[src/high_port_consts.vh]
// Purpose: Constants for the high port pullup and output latch block.
// Assumes: One 8-bit register space reached through the special-function
//          register port of the core.
// Notes:   Offsets are index values within the port block.
`ifndef HIGH_PORT_CONSTS_VH
`define HIGH_PORT_CONSTS_VH

`define REG_PORT4_LATCH      3'h0
`define REG_PORT4_MODE       3'h1
`define REG_PORT5_LATCH      3'h2
`define REG_PORT5_MODE       3'h3
`define REG_XBAR_TWO         3'h4

`define LATCH_RESET          8'hFF
`define MODE_RESET           8'h00
`define XBAR_TWO_RESET       8'h00
`define RD_DATA_RESET        8'h00

`define XBAR_PULLUP_DIS_BIT  7
`define XBAR_LOW_SEL_BIT     5

`define PORT4_WR_STROBE_BIT  7
`define PORT4_RD_STROBE_BIT  6
`define PORT4_ADDR_LATCH_BIT 5

`endif

[src/high_port_pullup_latch_logic.v]
// Purpose: Ports four and five latches, output modes, pullups, pin reads.
// Assumes: The core gives an 8-bit register port; memory interface
//          controls arrive as plain levels for the current cycle.
// Notes:   Read data is registered and valid the cycle after rd_en.
//          Pin outputs follow register state combinationally.
`timescale 1ns/1ns
`include "high_port_consts.vh"

// What this block does
// - Every pin has its weak pullup on after reset.
// - Pullup disable bit set turns all pullups off together.
// - A pin driving low has its own pullup switched off.
// - External move on high ports drives the port four strobe pins, and port five when non-multiplexed, ignoring latch contents.
// - External move read floats no pins here; the data bus sits on another port.
// - Memory activity never changes a pin's open-drain or push-pull mode.
// - Port four latch bits drive pins; one floats in open-drain.
// - Port five latch bits drive pins; one floats in open-drain.
// - Plain port data reads (rmw_read clear) return pin levels, not latch contents.
// - Port four bits 7,6,5 carry write, read and address strobes.
// - Non-multiplexed mode puts address 15:8 on port five.
// - Mode bit one is push-pull, zero open-drain; reset open-drain.
// - Read-modify-write reads return latch contents, not pins.
module high_port_pullup_latch_logic (
    // Clock and reset
    input  wire       sys_clk,
    input  wire       rst_n,
    // Register port
    input  wire [2:0] reg_addr,
    input  wire       wr_en,
    input  wire [7:0] wr_data,
    input  wire       rd_en,
    input  wire       rmw_read,
    output reg  [7:0] rd_data_q,
    // Memory interface controls
    input  wire       xmem_high_en,
    input  wire       xmem_active,
    input  wire       xmem_read,
    input  wire       xmem_nonmux,
    input  wire       xmem_wr_strobe_n,
    input  wire       xmem_rd_strobe_n,
    input  wire       xmem_ale,
    input  wire [7:0] xmem_addr_hi,
    // Port four pins
    input  wire [7:0] port4_pin_in,
    output wire [7:0] port4_pin_out,
    output wire [7:0] port4_pin_oe_n,
    output wire [7:0] port4_pullup_en,
    // Port five pins
    input  wire [7:0] port5_pin_in,
    output wire [7:0] port5_pin_out,
    output wire [7:0] port5_pin_oe_n,
    output wire [7:0] port5_pullup_en
);

    // Register state and next values.
    reg  [7:0] port4_output_latch_q;
    reg  [7:0] port4_output_latch_d;
    reg  [7:0] port4_output_mode_q;
    reg  [7:0] port4_output_mode_d;
    reg  [7:0] port5_output_latch_q;
    reg  [7:0] port5_output_latch_d;
    reg  [7:0] port5_output_mode_q;
    reg  [7:0] port5_output_mode_d;
    reg  [7:0] crossbar_config_two_q;
    reg  [7:0] crossbar_config_two_d;
    reg  [7:0] rd_data_d;
    // Pin control.
    wire       global_pullup_disable;
    wire       move_on;
    reg  [7:0] port4_sel;
    reg  [7:0] port4_val;
    wire [7:0] port5_sel;
    wire [7:0] port5_float;

    // True when the write strobe targets the given register index.
    function reg_write_hit;
        input       en;
        input [2:0] addr;
        input [2:0] index;
        begin
            reg_write_hit = en & (addr == index);
        end
    endfunction

    // Selects the port data byte for a read; shared by both ports.
    function [7:0] port_read;
        input       rmw;
        input [7:0] latch;
        input [7:0] pins;
        begin
            port_read = rmw ? latch : pins;
        end
    endfunction

    // A write replaces the whole byte of the register it hits.
    // Writes to an unmapped index fall through and change nothing.
    always @* begin
        port4_output_latch_d  = port4_output_latch_q;
        port4_output_mode_d   = port4_output_mode_q;
        port5_output_latch_d  = port5_output_latch_q;
        port5_output_mode_d   = port5_output_mode_q;
        crossbar_config_two_d = crossbar_config_two_q;
        if (reg_write_hit(wr_en, reg_addr, `REG_PORT4_LATCH)) begin
            port4_output_latch_d = wr_data;
        end
        if (reg_write_hit(wr_en, reg_addr, `REG_PORT4_MODE)) begin
            port4_output_mode_d = wr_data;
        end
        if (reg_write_hit(wr_en, reg_addr, `REG_PORT5_LATCH)) begin
            port5_output_latch_d = wr_data;
        end
        if (reg_write_hit(wr_en, reg_addr, `REG_PORT5_MODE)) begin
            port5_output_mode_d = wr_data;
        end
        if (reg_write_hit(wr_en, reg_addr, `REG_XBAR_TWO)) begin
            crossbar_config_two_d = wr_data;
        end
    end

    // Everything resets synchronously; pins come up released, pulled up.
    always @(posedge sys_clk) begin
        if (!rst_n) begin
            port4_output_latch_q  <= `LATCH_RESET;
            port5_output_latch_q  <= `LATCH_RESET;
            port4_output_mode_q   <= `MODE_RESET;
            port5_output_mode_q   <= `MODE_RESET;
            crossbar_config_two_q <= `XBAR_TWO_RESET;
        end else begin
            port4_output_latch_q  <= port4_output_latch_d;
            port5_output_latch_q  <= port5_output_latch_d;
            port4_output_mode_q   <= port4_output_mode_d;
            port5_output_mode_q   <= port5_output_mode_d;
            crossbar_config_two_q <= crossbar_config_two_d;
        end
    end

    // A port index returns the live pin levels unless the core flags the
    // read half of a read-modify-write, which must see the latch instead.
    always @* begin
        case (reg_addr)
            `REG_PORT4_LATCH: rd_data_d = port_read(rmw_read,
                                                    port4_output_latch_q,
                                                    port4_pin_in);
            `REG_PORT4_MODE:  rd_data_d = port4_output_mode_q;
            `REG_PORT5_LATCH: rd_data_d = port_read(rmw_read,
                                                    port5_output_latch_q,
                                                    port5_pin_in);
            `REG_PORT5_MODE:  rd_data_d = port5_output_mode_q;
            `REG_XBAR_TWO:    rd_data_d = crossbar_config_two_q;
            default:          rd_data_d = 8'h00;
        endcase
    end

    // Read data holds between reads, so a late sample by the core still
    // sees the byte taken at its own read edge.
    always @(posedge sys_clk) begin
        if (!rst_n) begin
            rd_data_q <= `RD_DATA_RESET;
        end else if (rd_en) begin
            rd_data_q <= rd_data_d;
        end
    end

    // One crossbar bit cuts every pullup; each driver still cuts its own
    // pullup while its pin is pulled low.
    assign global_pullup_disable =
        crossbar_config_two_q[`XBAR_PULLUP_DIS_BIT];

    // Low-port select is stored but only software obeys it; the
    // interface uses the high ports whenever xmem_high_en is set.
    assign move_on = xmem_high_en & xmem_active;

    // Port four: only the three strobe pins are taken over; the other
    // five keep following their latch bits.
    always @* begin
        port4_sel = 8'h00;
        port4_val = 8'h00;
        port4_sel[`PORT4_WR_STROBE_BIT] = move_on;
        port4_sel[`PORT4_RD_STROBE_BIT] = move_on;
        port4_sel[`PORT4_ADDR_LATCH_BIT] = move_on;
        port4_val[`PORT4_WR_STROBE_BIT] = xmem_wr_strobe_n;
        port4_val[`PORT4_RD_STROBE_BIT] = xmem_rd_strobe_n;
        port4_val[`PORT4_ADDR_LATCH_BIT] = xmem_ale;
    end

    // Port five carries the high address only in non-multiplexed mode;
    // in multiplexed mode its pins stay with the latch.
    assign port5_sel = {8{move_on & xmem_nonmux}};
    // The data bus sits on another port, so a read floats nothing here.
    assign port5_float = {8{xmem_read & 1'b0}};

    // Output mode is kept under override, so an open-drain strobe pin
    // only pulls low and leans on its pullup for the high level.
    port_pin_driver u_port4 (
        .latch      (port4_output_latch_q),
        .push_pull  (port4_output_mode_q),
        .pullup_off (global_pullup_disable),
        .ovr_sel    (port4_sel),
        .ovr_val    (port4_val),
        .ovr_float  (8'h00),
        .pin_out    (port4_pin_out),
        .pin_oe_n   (port4_pin_oe_n),
        .pullup_en  (port4_pullup_en)
    );

    // Port five is an address bus here, so a read never floats it.
    port_pin_driver u_port5 (
        .latch      (port5_output_latch_q),
        .push_pull  (port5_output_mode_q),
        .pullup_off (global_pullup_disable),
        .ovr_sel    (port5_sel),
        .ovr_val    (xmem_addr_hi),
        .ovr_float  (port5_float),
        .pin_out    (port5_pin_out),
        .pin_oe_n   (port5_pin_oe_n),
        .pullup_en  (port5_pullup_en)
    );

endmodule // high_port_pullup_latch_logic

[src/port_pin_driver.v]
// Purpose: Per-port pin driver: latch, output mode and memory override.
// Assumes: Pin inputs are synchronous to sys_clk.
// Notes:   Output enable is active low, as for all two-way pins here.
`timescale 1ns/1ns

module port_pin_driver (
    // Register state
    input  wire [7:0] latch,
    input  wire [7:0] push_pull,
    input  wire       pullup_off,
    // Memory interface override
    input  wire [7:0] ovr_sel,
    input  wire [7:0] ovr_val,
    input  wire [7:0] ovr_float,
    // Pin
    output wire [7:0] pin_out,
    output wire [7:0] pin_oe_n,
    output wire [7:0] pullup_en
);

    genvar i;
    generate
        for (i = 0; i < 8; i = i + 1) begin : g_pin
            wire val;
            wire fl;
            assign val = ovr_sel[i] ? ovr_val[i] : latch[i];
            assign fl  = ovr_sel[i] & ovr_float[i];
            assign pin_out[i] = val;
            // Drive when low, or when high in push-pull mode.
            assign pin_oe_n[i] = fl | ~(~val | push_pull[i]);
            assign pullup_en[i] = ~pullup_off
                                  & ~(~fl & ~val);
        end
    endgenerate

endmodule // port_pin_driver

[config.mk]
export PLATFORM = sky130hd
export DESIGN_NAME = high_port_pullup_latch_logic
export DESIGN_NICKNAME = d
export VERILOG_FILES = /design/src/high_port_pullup_latch_logic.v /design/src/port_pin_driver.v
export VERILOG_INCLUDE_DIRS = /design/src
export SDC_FILE = /design/constraint.sdc
export NUM_CORES = 1
export LEC_CHECK = 0
export ABC_AREA = 1
export BUFFER_PORTS_ARGS = -buffer_cell sky130_fd_sc_hd__buf_2
export CAP_MARGIN = 0
export CORE_MARGIN = 5
export CORE_UTILIZATION = 40
export DETAILED_ROUTE_END_ITERATION = 7
export PLACE_DENSITY = 0.67
export SETUP_SLACK_MARGIN = 0.15
export SLEW_MARGIN = 20
export SYNTH_ARGS = -nofsm -noshare
export SYNTH_HDL_FRONTEND = slang
export SYNTH_SLANG_ARGS = --single-unit
[constraint.sdc]
create_clock -name sys_clk -period 1.7 [get_ports sys_clk]
set_input_delay 0.34 -clock sys_clk [delete_from_list [all_inputs] [get_ports sys_clk]]
set_output_delay 0.34 -clock sys_clk [all_outputs]
set_load 0.1 [all_outputs]
==> metrics.txt, run 1 <==
Period minus WS final 1.52 ns; max-capacitance violation count 0; GRT Residual Overflow 0; hold depth 3; CTS Root Cell clkbuf_8; Clock Skew 0.00342 ns; Synth area leader dfxtp_1; commonest non-fill, non-tap cell in the layout nand2_1; CP required 1.36 ns; final setup fails 0; Setup CP Type in2out; Synth-to-Final Area Change 61.1%; max-slew violation count 0; # nets final between 500 and 600; CTS Sinks 48; RR Endpoint rd_data_q[7]; synthesized area per cell 6.27 µm²; #FFs+latches synth 48; Area contributors post-synth dfxtp_1 35%, nand2_1 15%, inv_1 8.4%; Reg2Reg Launch Point crossbar_config_two_q[7]; wire length after detailed routing 8930 µm; Final Hold Fails 0; Syn Nets 489; leak pwr 2.08 nW; Max Clk Rate ~660 MHz; Design Area, Final roughly 4500 µm²; H-tree levels 2; YS warnings 0; worst-path fanout max 8; antenna violations before repair 0; Tightest Pin Transition ~0.48 ns; crit start category primary input; die area 8690 µm²; area post-placement 4240 µm²; die extent in x 93.2 µm; Final period util 89.4%; I/O pin total 103; CTS clk-pin slew, worst paths ~0.090 ns; clock buffer depth 2; DR pass1 iterations 4; Multi-input gate area 1730 µm²; outcome finished clean; GPL Wtd Cong 0.884; Synth Instances 442; HP Start rd_en; routed wire length per instance 14.5 µm; Netlist cell types 22; vias in the first global route 2,876; Yosys top cell area share 34.7%; register area share after synthesis 34.7%; post-DP HPWL 6940 µm; antenna-violating nets left 0; worst slack, placed 0.111 ns; crit path DAT between 1 and 1.5 ns; initial cell density of the core between 40% and 50%; Reg area 967 µm²; Critical Path Sink Type output port; Slew HR 67.8%; PwrDens ~780 nW/µm²; commonest cells after routing, fill and taps aside 104 x nand2_1, 55 x buf_2, 43 x inv_1, 43 x dfxtp_1, 40 x buf_12; r2r setup slk roughly 0.56 ns; Iteration-0 DRC Markers 221; die height ~93 µm; Final Util roughly two thirds; class of the worst hold path in2reg; Residual DRC 0; worst-skew pair later-pin latency approximately 0.3 ns; TritonCTS clock tree yes; layout filler cell count 590; setup slack after layout ~0.18 ns; via count 3,083; pin count of the biggest net entering global routing 33; routed vias/inst about 5.0; Post-Syn Area 2770 µm²; Worst R2R Path Depth 7; layout cell share with drive strength beyond 1 40.4%; RSZ-0062 raised after global routing true; Hold EP rd_data_q[5]; worst vdd ir 0.463 mV; Core ar. 6760 µm²; row cnt 30; setup TNS 0 ns; IO buf count 101; n_diodes 0; first-pass GRT wire length 14,200 µm; hold buffers post-CTS 0; Num CTS Buffers 5; gr usage total 20.6%
-- cell usage after synthesis --
cell type / count
buf_4: 19
nor2_1: 59
inv_2: 3
o21ai_0: 23
a21oi_1: 32
o21ai_1: 9
buf_2: 3
nand3_2: 1
nand3b_4: 1
dfxtp_1: 48
nand3_1: 28
nand2_2: 1
clkbuf_1: 12
nor2_2: 1
nand4_1: 8
o211ai_1: 13
nor2_4: 2
buf_6: 2
inv_4: 1
nor3_4: 1
inv_1: 62
nand2_1: 113
-- how the worst max path moves through the flow --
stage	start	end	slack [ns]	cells after the start
finish	xmem_nonmux	port5_pin_out[1]	0.18	6
detailed placement	xmem_high_en	port5_pin_out[5]	0.11	6
global route	port4_output_latch_q[5]	port4_pin_oe_n[5]	0.13	5
CTS	port4_output_latch_q[5]	port4_pin_oe_n[5]	0.12	5
global placement	xmem_high_en	port5_pin_out[5]	0.12	6
floorplan	xmem_nonmux	port5_pin_oe_n[2]	-0.04	5
-- kinds of logic after synthesis --
logic type | count (synthesis) | synth area share, %
compound gates | 77 | 15.1
buf+inv | 102 | 17.2
simple gates | 215 | 33.1
flops | 48 | 34.7
-- area by class of cell --
cell class	count	area share, %
multi-input cells	292	38.7
repair buffers	120	29.3
flip-flops and latches	48	21.7
inverters	66	5.60
well taps	80	2.24
clock buffers	5	1.54
clock inverters	3	0.953
-- flip-flops by register name, indices dropped and copies added (netlist names) --
register and flops:
crossbar_config_two_q 8, port4_output_mode_q 8, port4_output_latch_q 8, rd_data_q 8, port5_output_mode_q 8, port5_output_latch_q 8
-- per-stage QoR --
stage	hold slack [ns]	std cells	total power [mW]
2_1_floorplan	0.441	442	2.19
3_3_place_gp	0.449	602	2.62
3_5_place_dp	0.456	602	2.63
4_1_cts	0.348	611	3.47
5_1_grt	0.353	614	3.59
6_report	0.351	614	3.48
-- metal layers --
layer	vias up	GRT usage, %	share of wire, %
li1	1562	-	-
met1	1402	26.5	42
met2	112	36.2	50
met3	7	3.86	7.1
met4	0	3.54	0.78
met5	-	0	0
-- timing repair --
action,4_1_cts,5_1_grt
setup endpoints to repair,19,34
resized for setup,24,15
endpoints found under the hold margin,0,0
cloned,1,0
buffers inserted,0,3
pin swaps,7,16
-- where the power goes --
part	leakage (nW)	total, mW	switching [mW]	internal, mW
Sequential	0.389	1.19	0.0280	1.16
Clock	0.0541	0.841	0.405	0.436
Combinational	1.64	1.44	0.984	0.460
-- critical path, cell delays in order --
cell and delay [ns]:
buf_6 0.07, nand3_4 0.11, buf_12 0.18, o21ai_4 0.23, inv_2 0.07, buf_12 0.17
(Power assumes the default switching activity.)
==> run 2: changes to the inputs <==
==> constraint.sdc (replaced) <==
create_clock -name sys_clk -period 1.5 [get_ports sys_clk]
set_input_delay 0.3 -clock sys_clk [delete_from_list [all_inputs] [get_ports sys_clk]]
set_output_delay 0.3 -clock sys_clk [all_outputs]
set_load 0.1 [all_outputs]
==> run 2 against run 1 <==
Net effect:
- the run now ends with setup timing left
- sequential power rose by 13%
- design area increased by 2.9%
- cell count grew 1.5%
- clock power fell by 12%
- clock-buffer cell count rose by 1
- total power rose by 8.9%
- worst hold slack got worse by 0.033 ns
- setup slack got worse by 0.24 ns
- register-to-register slack worse by 0.17 ns
- first-iteration DRC count rose by 1.4%
- critical endpoint is now port5_pin_oe_n[2]
- largest cell class unchanged
==> metrics.txt, run 2 (synthesis gave the netlist of run 1 again) <==
Final Util 68.0% (was 66.1%); GRT Residual Overflow 0 (unchanged); RSZ-0062 raised after global routing true (unchanged); TritonCTS clock tree yes (unchanged); Iteration-0 DRC Markers 224 (was 221); Multi-input gate area 1720 µm² (was 1730 µm²); clock buffer depth 2 (unchanged); CTS Sinks 48 (unchanged); pin count of the biggest net entering global routing 33 (unchanged); setup TNS -0.236 ns (was 0 ns); layout cell share with drive strength beyond 1 42.5% (was 40.4%); Tightest Pin Transition 0.456 ns (was 0.482 ns); setup slack after layout -0.0560 ns (was 0.180 ns); crit path DAT 1.26 ns (was 1.18 ns); number of cells on the critical path 7 (was 6); class of the worst hold path in2reg (unchanged); Setup CP Type in2out (unchanged); I/O pin total 103 (unchanged); worst slack, placed -0.0866 ns (was 0.111 ns); die height 93.2 µm (unchanged); via count 3,191 (was 3,083); Final Hold Fails 0 (unchanged); hold buffers post-CTS 0 (unchanged); worst-skew pair later-pin latency 0.30 ns (about the same); Residual DRC 0 (unchanged); IO buf count 101 (unchanged); initial cell density of the core 41.0% (unchanged); routed wire length per instance 14.9 µm (was 14.5 µm); Max Clk Rate 643 MHz; CTS clk-pin slew, worst paths 0.08 ns (was 0.09 ns); crit start category primary input (unchanged); die extent in x 93.2 µm (unchanged); worst-path fanout max 8 (unchanged); PwrDens 824 nW/µm² (was 778 nW/µm²); Worst R2R Path Depth 7 (unchanged); die area 8690 µm² (unchanged); crit path buf inv count 3 (was 4); H-tree levels 2 (unchanged); antenna violations before repair 0 (unchanged); Slew HR 69.6% (was 67.8%); Critical Path Sink Type output port (unchanged); Cells after DPL 610 (was 602); CP required 1.20 ns (was 1.36 ns); Clock Skew 0.00212 ns (was 0.00342 ns); final setup fails 9 (was 0); crit-path leading delay family buffers and inverters (unchanged); layout filler cell count 564 (was 590); Final period util 104%; Reg area 982 µm² (was 967 µm²); Crit path largest cell delay 0.18 ns (was 0.23 ns); Num CTS Buffers 5 (unchanged); n_diodes 0 (unchanged); Cell Count, Final, Fillers Out 623 (was 614); area post-placement 4310 µm² (was 4240 µm²); first-pass GRT wire length 14,800 µm (was 14,200 µm); max-capacitance violation count 0 (unchanged); GPL Wtd Cong 0.917 (was 0.884); CP cell instances clkbuf_4 > nand3_4 > nand2_2 > o21ai_4 > buf_4 > nor2_4 > buf_12 (was buf_6 > nand3_4 > buf_12 > o21ai_4 > inv_2 > buf_12); Period minus WS final between 1.5 and 2 ns; gr usage total 21.6% (was 20.6%); post-DP HPWL 7210 µm (was 6940 µm); vias in the first global route 3,003 (was 2,876); max-slew violation count 0 (unchanged); hold depth 3 (unchanged); antenna-violating nets left 0 (unchanged); leak pwr 2.13 nW (was 2.08 nW); Design Power 3.79 mW (was 3.48 mW); failing checks setup timing; outcome finished with violations (was finished clean); row cnt 30 (unchanged); routed vias/inst 5.12 (was 5.02); # nets final 590 (was 580); commonest cells after routing, fill and taps aside 105 x nand2_1, 45 x buf_12, 43 x inv_1, 42 x buf_2, 35 x dfxtp_1 (was 104 x nand2_1, 55 x buf_2, 43 x inv_1, 43 x dfxtp_1, 40 x buf_12); Synth-to-Final Area Change 65.8% (was 61.1%); DR pass1 iterations 5 (was 4); CP max stage cell buf_12 (was o21ai_4); wire length after detailed routing 9310 µm (was 8930 µm); worst vdd ir 0.633 mV (was 0.463 mV); Core ar. 6760 µm² (unchanged); CTS Root Cell clkbuf_8 (unchanged); Design Area, Final 4600 µm² (was 4470 µm²); commonest non-fill, non-tap cell in the layout nand2_1 (unchanged); WHS 0.318 ns (was 0.351 ns)
run 2: final cells by class:
cell class	count	share of cell area [%]
multi-input combinational	293	37.5
clock buffer	6	1.58
sequential	48	21.4
inverter	66	5.50
tap	80	2.18
clock inverter	1	0.109
timing repair buffer	129	31.8
run 2: metal layers:
metal	track usage, %	share of wire (%)
met5	0	0
met4	4.52	0.91
met3	3.46	6.3
met2	37.7	51
met1	27.9	42
run 2: timing repair:
| item | 4_1_cts | 5_1_grt |
|---|---|---|
| resized for setup | 52 | 17 |
| setup buffers | 5 | 0 |
| endpoints found under the setup margin | 56 | 43 |
| gates cloned | 1 | 0 |
| pin swaps | 23 | 8 |
run 2: power by group:
group / switching, mW / leakage, nW / internal, mW / total, mW
Combinational: 1.13 / 1.70 / 0.564 / 1.69
Sequential: 0.0355 / 0.386 / 1.32 / 1.35
Clock: 0.422 / 0.0410 / 0.318 / 0.740
run 2: worst paths after layout:
| check | from | end | slack, ns |
|---|---|---|---|
| setup / recovery | xmem_nonmux | port5_pin_oe_n[2] | -0.06 |
| hold / removal | rd_en | rd_data_q[4] | 0.32 |
| setup reg to reg | crossbar_config_two_q[7] | rd_data_q[7] | 0.39 |
| hold reg to reg | rd_data_q[4] | rd_data_q[4] | 0.47 |
run 2: worst register-to-register path, delay by kind of cell (launching register included):
family | cells | cell delay (ns)
AO/OA/AOI/OAI | 1 | 0.12
buffers and inverters | 2 | 0.21
flip-flops | 1 | 0.38
AND/OR/NAND/NOR | 4 | 0.33
